## src/logic/irad_pkg.sv

```systemverilog
// Purpose: constants and carrier types for the internal register address decoder
// Assumes: 32-bit physical addresses, 64 KB register window
// Notes:   window offsets are the low 16 address bits
package irad_pkg;

  localparam int          ADDR_W        = 32;
  localparam int          OFS_W         = 16;
  localparam int          BASE_W        = 16;
  localparam logic [31:0] WIN_BASE_RST  = 32'hFF1F_0000;
  localparam logic [31:0] UNC_LO        = 32'hFF00_0000;
  localparam logic [31:0] UNC_HI        = 32'hFF3F_FFFF;
  localparam logic [15:0] RELOC_OFS     = 16'hE030;
  localparam logic [2:0]  SIZE_WORD     = 3'h4;

  // Controller select indices
  localparam int SEL_N = 17;
  localparam int S_DMC  = 0;
  localparam int S_EBC  = 1;
  localparam int S_CHP  = 2;
  localparam int S_DMA  = 3;
  localparam int S_NFC  = 4;
  localparam int S_PCI  = 5;
  localparam int S_CFG  = 6;
  localparam int S_TM0  = 7;
  localparam int S_TM1  = 8;
  localparam int S_TM2  = 9;
  localparam int S_SP0  = 10;
  localparam int S_SP1  = 11;
  localparam int S_PAR  = 12;
  localparam int S_ICU  = 13;
  localparam int S_ACL  = 14;
  localparam int S_SPI  = 15;
  localparam int S_RTC  = 16;

  // Range bounds, inclusive
  localparam logic [15:0] R_DMC_LO = 16'h8000;
  localparam logic [15:0] R_DMC_HI = 16'h8FFF;
  localparam logic [15:0] R_EBC_LO = 16'h9000;
  localparam logic [15:0] R_EBC_HI = 16'h9FFF;
  localparam logic [15:0] R_CHP_LO = 16'hA800;
  localparam logic [15:0] R_CHP_HI = 16'hAFFF;
  localparam logic [15:0] R_DMA_LO = 16'hB000;
  localparam logic [15:0] R_DMA_HI = 16'hBFFF;
  localparam logic [15:0] R_NFC_LO = 16'hC000;
  localparam logic [15:0] R_NFC_HI = 16'hCFFF;
  localparam logic [15:0] R_PCI_LO = 16'hD000;
  localparam logic [15:0] R_PCI_HI = 16'hDFFF;
  localparam logic [15:0] R_CFG_LO = 16'hE000;
  localparam logic [15:0] R_CFG_HI = 16'hEFFF;
  localparam logic [15:0] R_TM0_LO = 16'hF000;
  localparam logic [15:0] R_TM0_HI = 16'hF0FF;
  localparam logic [15:0] R_TM1_LO = 16'hF100;
  localparam logic [15:0] R_TM1_HI = 16'hF1FF;
  localparam logic [15:0] R_TM2_LO = 16'hF200;
  localparam logic [15:0] R_TM2_HI = 16'hF2FF;
  localparam logic [15:0] R_SP0_LO = 16'hF300;
  localparam logic [15:0] R_SP0_HI = 16'hF3FF;
  localparam logic [15:0] R_SP1_LO = 16'hF400;
  localparam logic [15:0] R_SP1_HI = 16'hF4FF;
  localparam logic [15:0] R_PAR_LO = 16'hF500;
  localparam logic [15:0] R_PAR_HI = 16'hF50F;
  localparam logic [15:0] R_ICU_LO = 16'hF510;
  localparam logic [15:0] R_ICU_HI = 16'hF6FF;
  localparam logic [15:0] R_ACL_LO = 16'hF700;
  localparam logic [15:0] R_ACL_HI = 16'hF7FF;
  localparam logic [15:0] R_SPI_LO = 16'hF800;
  localparam logic [15:0] R_SPI_HI = 16'hF8FF;
  localparam logic [15:0] R_RTC_LO = 16'hF900;
  localparam logic [15:0] R_RTC_HI = 16'hF9FF;

  typedef struct packed {
    logic        valid;
    logic        write;
    logic [31:0] addr;
    logic [2:0]  size;
    logic [31:0] wdata;
  } irad_req_t;

  typedef struct packed {
    logic              valid;
    logic              write;
    logic [16:0]       sel;
    logic [15:0]       ofs;
    logic [31:0]       wdata;
    logic              size_ok;
    logic              reserved;
  } irad_route_t;

  typedef struct packed {
    logic [15:0] base;
    irad_route_t route;
    logic        uncached;
  } irad_state_t;

endpackage

```

## src/logic/irad_decoder.sv

```systemverilog
// Purpose: internal register window decode and controller routing
// Assumes: one request per cycle from the internal bus, same clock
// Notes:   route outputs are registered, one cycle after the request
`timescale 1ns/1ps
`default_nettype none
// Behaviour
// - Decode full 32-bit physical address.
// - 64 KB window, reset base, relocatable.
// - Default and relocated bases alias registers.
// - Uncached one-to-one region flag.
// - After reset only window and boot mapped.
// - Other resources placed by their controllers.
// - Satellite config cycles any size, little-endian.
// - Reserved offsets select no controller.
// - Memory and external bus controller ranges.
// - Highway, DMA and NAND flash ranges.
// - PCI bridge and chip setup ranges.
// - Three timer units, 256 bytes each.
// - Two serial port ranges.
// - Parallel port and interrupt controller ranges.
// - Audio link, SPI and clock ranges.
// - Relocation pointer at setup offset 0xE030.
module irad_decoder (
  input  wire logic                  sys_clk,
  input  wire logic                  rst,
  input  wire irad_pkg::irad_req_t   req,
  input  wire logic                  pci_satellite,
  input  wire logic                  pci_cfg_valid,
  input  wire logic                  pci_cfg_write,
  input  wire logic [7:0]            pci_cfg_ofs,
  input  wire logic [3:0]            pci_cfg_be,
  input  wire logic [31:0]           pci_cfg_wdata,
  input  wire logic                  sys_big_endian,
  output irad_pkg::irad_route_t      route,
  output logic                       hit,
  output logic                       uncached,
  output logic [31:0]                reloc_base,
  output logic                       cfg_valid,
  output logic                       cfg_write,
  output logic [15:0]                cfg_ofs,
  output logic [3:0]                 cfg_be,
  output logic [31:0]                cfg_wdata
);

  typedef struct packed {
    irad_pkg::irad_state_t core;
    logic                  cfg_valid;
    logic                  cfg_write;
    logic [15:0]           cfg_ofs;
    logic [3:0]            cfg_be;
    logic [31:0]           cfg_wdata;
    logic                  hit;
  } irad_all_t;

  irad_all_t   st;
  irad_all_t   next_st;
  logic [15:0] dec_ofs;
  logic [16:0] dec_sel;
  logic        dec_res;
  logic        win_hit;
  logic        ptr_write;

  irad_sel_decode u_sel (
    .ofs      (dec_ofs),
    .sel      (dec_sel),
    .reserved (dec_res)
  );

  function automatic logic [15:0] upper(input logic [31:0] a);
    upper = a[31:16];
  endfunction

  always_comb
  begin
    next_st = st;
    // Window hit on either base, both land on the same offset
    win_hit = req.valid && ((upper(req.addr) == upper(irad_pkg::WIN_BASE_RST)) ||
                            (upper(req.addr) == st.core.base));
    dec_ofs = req.addr[15:0];
    // Pointer lives in the setup block; a full-word write retargets the window
    ptr_write = win_hit && req.write && (dec_ofs == irad_pkg::RELOC_OFS)
                && (req.size == irad_pkg::SIZE_WORD);
    if (ptr_write)
    begin
      next_st.core.base = upper(req.wdata);
    end
    next_st.hit                = win_hit;
    next_st.core.route.valid   = win_hit && !dec_res;
    next_st.core.route.write   = req.write;
    next_st.core.route.sel     = win_hit ? dec_sel : '0;
    next_st.core.route.ofs     = dec_ofs;
    next_st.core.route.wdata   = req.wdata;
    // Other sizes are passed on flagged; outcome left to the controller
    next_st.core.route.size_ok = (req.size == irad_pkg::SIZE_WORD);
    next_st.core.route.reserved = win_hit && dec_res;
    // Anything outside the window is left to the controllers' own decoders
    next_st.core.uncached = req.valid && (req.addr >= irad_pkg::UNC_LO)
                            && (req.addr <= irad_pkg::UNC_HI);
    // Config cycles: any byte enables, lanes never swapped
    next_st.cfg_valid = pci_satellite && pci_cfg_valid;
    next_st.cfg_write = pci_cfg_write;
    next_st.cfg_ofs   = {8'h00, pci_cfg_ofs};
    next_st.cfg_be    = pci_cfg_be;
    next_st.cfg_wdata = pci_cfg_wdata;
    if (rst)
    begin
      next_st = '0;
      next_st.core.base = upper(irad_pkg::WIN_BASE_RST);
    end
  end

  always_ff @(posedge sys_clk)
  begin
    st <= next_st;
  end

  assign route      = st.core.route;
  assign hit        = st.hit;
  assign uncached   = st.core.uncached;
  assign reloc_base = {st.core.base, 16'h0000};
  assign cfg_valid  = st.cfg_valid;
  assign cfg_write  = st.cfg_write;
  assign cfg_ofs    = st.cfg_ofs;
  assign cfg_be     = st.cfg_be;
  assign cfg_wdata  = st.cfg_wdata;

endmodule
`default_nettype wire

```

## src/logic/irad_sel_decode.sv

```systemverilog
// Purpose: combinational window offset to controller select decode
// Assumes: offset is the low 16 bits of a window hit
// Notes:   ranges are disjoint, so at most one select bit is set
`timescale 1ns/1ps
`default_nettype none
module irad_sel_decode (
  input  wire logic [15:0] ofs,
  output logic      [16:0] sel,
  output logic             reserved
);

  function automatic logic in_rng(input logic [15:0] v, input logic [15:0] lo, input logic [15:0] hi);
    in_rng = (v >= lo) && (v <= hi);
  endfunction

  always_comb
  begin
    sel = '0;
    sel[irad_pkg::S_DMC] = in_rng(ofs, irad_pkg::R_DMC_LO, irad_pkg::R_DMC_HI);
    sel[irad_pkg::S_EBC] = in_rng(ofs, irad_pkg::R_EBC_LO, irad_pkg::R_EBC_HI);
    sel[irad_pkg::S_CHP] = in_rng(ofs, irad_pkg::R_CHP_LO, irad_pkg::R_CHP_HI);
    sel[irad_pkg::S_DMA] = in_rng(ofs, irad_pkg::R_DMA_LO, irad_pkg::R_DMA_HI);
    sel[irad_pkg::S_NFC] = in_rng(ofs, irad_pkg::R_NFC_LO, irad_pkg::R_NFC_HI);
    sel[irad_pkg::S_PCI] = in_rng(ofs, irad_pkg::R_PCI_LO, irad_pkg::R_PCI_HI);
    sel[irad_pkg::S_CFG] = in_rng(ofs, irad_pkg::R_CFG_LO, irad_pkg::R_CFG_HI);
    sel[irad_pkg::S_TM0] = in_rng(ofs, irad_pkg::R_TM0_LO, irad_pkg::R_TM0_HI);
    sel[irad_pkg::S_TM1] = in_rng(ofs, irad_pkg::R_TM1_LO, irad_pkg::R_TM1_HI);
    sel[irad_pkg::S_TM2] = in_rng(ofs, irad_pkg::R_TM2_LO, irad_pkg::R_TM2_HI);
    sel[irad_pkg::S_SP0] = in_rng(ofs, irad_pkg::R_SP0_LO, irad_pkg::R_SP0_HI);
    sel[irad_pkg::S_SP1] = in_rng(ofs, irad_pkg::R_SP1_LO, irad_pkg::R_SP1_HI);
    sel[irad_pkg::S_PAR] = in_rng(ofs, irad_pkg::R_PAR_LO, irad_pkg::R_PAR_HI);
    sel[irad_pkg::S_ICU] = in_rng(ofs, irad_pkg::R_ICU_LO, irad_pkg::R_ICU_HI);
    sel[irad_pkg::S_ACL] = in_rng(ofs, irad_pkg::R_ACL_LO, irad_pkg::R_ACL_HI);
    sel[irad_pkg::S_SPI] = in_rng(ofs, irad_pkg::R_SPI_LO, irad_pkg::R_SPI_HI);
    sel[irad_pkg::S_RTC] = in_rng(ofs, irad_pkg::R_RTC_LO, irad_pkg::R_RTC_HI);
    reserved = (sel == '0);
  end

endmodule
`default_nettype wire

```

## config.mk

```make
export PLATFORM = sky130hd
export DESIGN_NAME = irad_decoder
export DESIGN_NICKNAME = d
export VERILOG_FILES = /design/src/logic/irad_pkg.sv /design/src/logic/irad_decoder.sv /design/src/logic/irad_sel_decode.sv
export SDC_FILE = /design/constraint.sdc
export NUM_CORES = 1
export LEC_CHECK = 0
export BUFFER_PORTS_ARGS = -buffer_cell sky130_fd_sc_hd__buf_2
export CAP_MARGIN = 25
export CORE_UTILIZATION = 35
export CTS_CLUSTER_SIZE = 40
export DETAILED_ROUTE_END_ITERATION = 10
export PLACE_DENSITY = 0.69
export SLEW_MARGIN = 20
export SYNTH_ARGS = -nofsm -noshare
export SYNTH_HDL_FRONTEND = slang
export SYNTH_HIERARCHICAL = 1
export SYNTH_SLANG_ARGS = --single-unit
```

## constraint.sdc

```tcl
create_clock -name sys_clk -period 2.2 [get_ports sys_clk]
set_clock_uncertainty 0.1 [all_clocks]
set_input_delay 0.11 -clock sys_clk [delete_from_list [all_inputs] [get_ports sys_clk]]
set_output_delay 0.11 -clock sys_clk [all_outputs]
set_load 0.02 [all_outputs]
```

Word level (Yosys, flattened, before mapping). Index checks and enable logic that the tools add are counted. W data, S select, Z words.

Order comparisons: 36. Reductions and logical operators: 30. Equal/unequal tests: 4. Bitwise operators: 1.

Operators by type and width (count): $ge A16 B16 Y1 const B (17); $le A16 B16 Y1 const B (17); $eq A16 B16 Y1 const B (2); $ge A32 B32 Y1 const B (1); $le A32 B32 Y1 const B (1); $logic_and A1 B1 Y1 (26); $logic_not A17 Y1 (1); $eq A16 B16 Y1 (1); $eq A3 B3 Y1 const B (1); $reduce_or A2 Y1 (1); $logic_not A1 Y1 (1); $logic_or A1 B1 Y1 (1); $not A1 Y1 (1).

Output and inout port bits: 157. Input bits: 119. Register bits after elaboration: 141. Logic and storage cells: 87.

Depth between registers and ports, before layout.
Depth after elaboration: 6. Gate-level depth with buffers: 7. Mapped depth without buffers: 5.

Modules after synthesis. The synthesis kept the hierarchy.

Modules (own cells, without submodules): irad_decoder (cells each 402, instances 1, area an instance 4395.5 µm², sequential area each 2662.6 µm²); irad_sel_decode (cells each 35, instances 1, area an instance 221.5 µm², sequential area each 0.0 µm²).

Worst setup path before layout. OpenSTA, ideal clock, no wires.

Path kind: register -> register. Start: register st (netlist bit reloc_base[26]). End: register st (netlist bit reloc_base[16]). Path slack: 0.117 ns. Cell stages (with the launch flop): 8. Setup time: 0.079 ns. Period minus slack after synthesis: 2.083 ns. Path buffers: 2. Arrival: 1.904 ns. Required time: 2.021 ns. Cells stage by stage: dfxtp_1 xnor2_1 nand4_1 nor4_1 clkbuf_1 clkbuf_1 o211ai_1 o211ai_1.

Longest elaborated chain between the ends: 6.

RTL lines: start: declaration (line irad_decoder.sv:55) `irad_all_t st;`; start signal: assignment (line irad_decoder.sv:114) `st <= next_st;`; $eq A16 B16 Y1 (line irad_decoder.sv:78) `(upper(req.addr) == st.core.base));`; $logic_or A1 B1 Y1 (line irad_decoder.sv:77) `win_hit = req.valid && ((upper(req.addr) == upper(irad_pkg::WIN_BASE_RST)) ||`; $logic_and A1 B1 Y1 (line irad_decoder.sv:77); $logic_and A1 B1 Y1 (2 in series) (line irad_decoder.sv:81) `ptr_write = win_hit && req.write && (dec_ofs == irad_pkg::RELOC_OFS)`; $logic_and A1 B1 Y1 (line irad_decoder.sv:82) `&& (req.size == irad_pkg::SIZE_WORD);`.

No other way between the ends. A chain may end at the register's enable or synchronous reset.

Worst setup path after layout.
Start: input req[49] (netlist bit). End: register st (netlist bit reloc_base[23]).

Longest elaborated chain between the ends: 3.

RTL lines: start: declaration (line irad_decoder.sv:26) `input wire irad_pkg::irad_req_t req,`; $eq A16 B16 Y1 (line irad_decoder.sv:81); $logic_and A1 B1 Y1 (line irad_decoder.sv:81); $logic_and A1 B1 Y1 (line irad_decoder.sv:82).

No other way between the ends.

==> flow_metrics.env <==
export IMPL_outcome="finished clean"
export IMPL_place_area_um2=6016
export IMPL_overflow=0
export IMPL_crit_type="in -> reg"
export IMPL_fmax_ghz=0.4709
export IMPL_start_kind="input pin"
export IMPL_setup_ws_ns=0.07649
export IMPL_clkTransAtPathRegs_ns=0.05
export IMPL_critPathTopFamily="simple AND/OR/NAND/NOR gates"
export IMPL_leakagePower_nw=3.644
export IMPL_firstDrtPassIters=4
export IMPL_coreArea_um2=12720
export IMPL_grt_usage=0.2058
export IMPL_dp_cells=852
export IMPL_critPathSlowestCell="dlygate4sd3_1"
export IMPL_synth_area_um2=4617
export IMPL_r2r_slack_ns=0.23
export IMPL_dp_hpwl_um=9516
export IMPL_synth_warnings=6
export IMPL_drc=0
export IMPL_slowest_delay_ns=0.54
export IMPL_critPathRequiredTime_ns=2.37
export IMPL_relSlewSlack=0.6179
export IMPL_drive_gt1_frac=0.3881
export IMPL_worstHoldPathType="in -> reg"
export IMPL_yosysUniqueCellTypes=42
export IMPL_die_area_um2=13660
export IMPL_worst_ep_arrival_time_ns=2.29
export IMPL_grt_max_degree=57
export IMPL_num_nets_final=915
export IMPL_grt_pass1_vias=4286
export IMPL_endpoint_kind="flip-flop"
export IMPL_synth_area_top_cells="dfxtp_1 58%, nor2b_1 12%, o211ai_1 4.2%"
export IMPL_clock_tree_root_cell="clkbuf_16"
export IMPL_final_util=0.6011
export IMPL_insertion_delay_ns=0.40
export IMPL_setup_viol=0
export IMPL_cts_sinks=133
export IMPL_final_cell_count_no_fill=981
export IMPL_initialDrtViolationCount=290
export IMPL_vdd_ir_drop_max_v=0.0003932
export IMPL_routedWlPerCell_um=14.92
export IMPL_start_util=0.3629
export IMPL_min_period_over_period=0.9652
export IMPL_cts_buffers=17
export IMPL_drv_cap=0
export IMPL_cts_htree_levels=4
export IMPL_worstMarginPinSlew_ns=0.5732
export IMPL_die_h_um=116.9
export IMPL_worst_path_max_fanout=3
export IMPL_cts_max_path_buffers=2
export IMPL_fp_row_count=41
export IMPL_rsz0062_at_grt="no"
export IMPL_tns_ns=0
export IMPL_io_pins=276
export IMPL_power_total_mw=6.289
export IMPL_viasPerCell=4.514
export IMPL_final_cell_mix="249 x buf_2, 133 x dfxtp_1, 97 x dlygate4sd3_1"
export IMPL_synth_top_area_share=0.5767
export IMPL_gp_congestion=0.8488
export IMPL_finish_instance_area_um2=7647
export IMPL_synthCells=437
export IMPL_grt_pass1_wl_um=21050
export IMPL_port_buffers=250
export IMPL_finalMaxSlewViolations=0
export IMPL_crit_chain="dlygate4sd3_1 -> buf_2 -> or4bb_1 -> or4_4 -> or2_4 -> a221oi_1 -> o41ai_1"
export IMPL_synth_seq_cells=133
export IMPL_period_needed_ns=2.124
export IMPL_p_per_area_nw_per_um2=822.4
export IMPL_area_growth_pct=65.64
export IMPL_antenna_cells=0
export IMPL_hold_violations=0
export IMPL_mostFrequentLayoutCell="buf_2"
export IMPL_ant_nets=0
export IMPL_postCtsSetupRepairBufs=0
export IMPL_grt_antenna_before_repair=0
export IMPL_die_w_um=116.9
export IMPL_drt_total_wl_um=14640
export IMPL_cts_tree="built"
export IMPL_worst_path_buf_inv=2
export IMPL_fin_hold_ws_ns=0.03587
export IMPL_avgSynthCellArea_um2=10.57
export IMPL_place_ws_ns=-0.07966
export IMPL_yosys_area_top_type="dfxtp_1"
export IMPL_yosysSeqAreaShare=0.5767
export IMPL_vias=4428
==> area by class of cell <==
class                   count  area (um2)
clock buffers              19       442.9
well taps                 172       215.2
clock inverters            13       195.2
flip-flops and latches    133        2663
fillers                  1046        5075
inverters                  21       78.83
repair buffers            361        2330
multi-input cells         262        1723
==> synth_stat cells <==
cell / number
conb_1: 1
o21ba_2: 1
or2b_1: 1
or4bb_1: 1
nand2b_1: 4
or4_4: 2
clkbuf_1: 17
o211ai_1: 26
or2_4: 1
dfxtp_1: 133
or4b_1: 1
and2_1: 18
buf_6: 1
buf_4: 25
xnor2_1: 16
a221oi_1: 3
or4_1: 6
nand4bb_1: 1
or2_2: 1
nor4_4: 1
clkinv_1: 1
or3b_1: 1
nor2_1: 15
nor4_1: 5
nor2b_1: 92
nor3_1: 7
inv_1: 20
nor4b_1: 1
nand2_1: 8
or2b_2: 1
nand4_1: 8
nand4b_1: 2
a21oi_1: 1
o2111a_1: 1
or4b_4: 1
o21ai_0: 1
buf_2: 1
o21a_2: 1
and3_1: 1
o41ai_1: 3
nor3_2: 4
nand2_2: 2
==> path summary, 6_finish.rpt <==
kind | cells past startpoint | to | from
worst max-delay path | 7 | reloc_base[23] | req[49]
worst min-delay path | 4 | uncached | req[68]
worst max register to register | 6 | reloc_base[23] | reloc_base[26]
worst min register to register | 2 | reloc_base[16] | reloc_base[16]
==> registers in the layout, indices dropped and copies added (netlist names) <==
| name | flops |
|---|---|
| cfg_wdata | 32 |
| cfg_write | 1 |
| cfg_be | 4 |
| cfg_ofs | 8 |
| cfg_valid | 1 |
| route | 69 |
| reloc_base | 16 |
| uncached | 1 |
| hit | 1 |
==> cells by family after synthesis <==
group,share of synthesized area
other cells,0.0008122
compound gates,0.06233
simple gates,0.2547
buf+inv,0.07507
flops,0.5767
xor+xnor,0.03035
==> per-layer routing <==
metal,part of all wire,vias to the layer above,GRT usage
met4,0.039,0,0.1333
met3,0.064,43,0.05098
met5,0,-,0
li1,-,2112,-
met1,0.38,2050,0.2168
met2,0.52,223,0.3669
==> what timing repair did <==
| item | in CTS | in global routing |
|---|---|---|
| hold buffers | 97 | 0 |
| gates resized for setup | 0 | 4 |
| endpoints found under the hold margin | 110 | 0 |
| endpoints found under the setup margin | 0 | 4 |
==> where the power goes <==
part | leakage (nW) | total, mW | switching (mW) | internal [mW]
Sequential | 1.10 | 2.55 | 0.0339 | 2.51
Clock | 0.301 | 3.00 | 1.06 | 1.94
Combinational | 2.24 | 0.744 | 0.396 | 0.347
Total | 3.64 | 6.29 | 1.49 | 4.80
==> worst reg2reg max path, cell delays in order, from the launching register on <==
cell      delay, ns
dfxtp_1        0.35
xnor2_1        0.23
nand4_1        0.15
nor4_2         0.46
buf_4          0.34
a221oi_1       0.13
o41ai_1        0.09
Power figures use the tool's default switching activity.
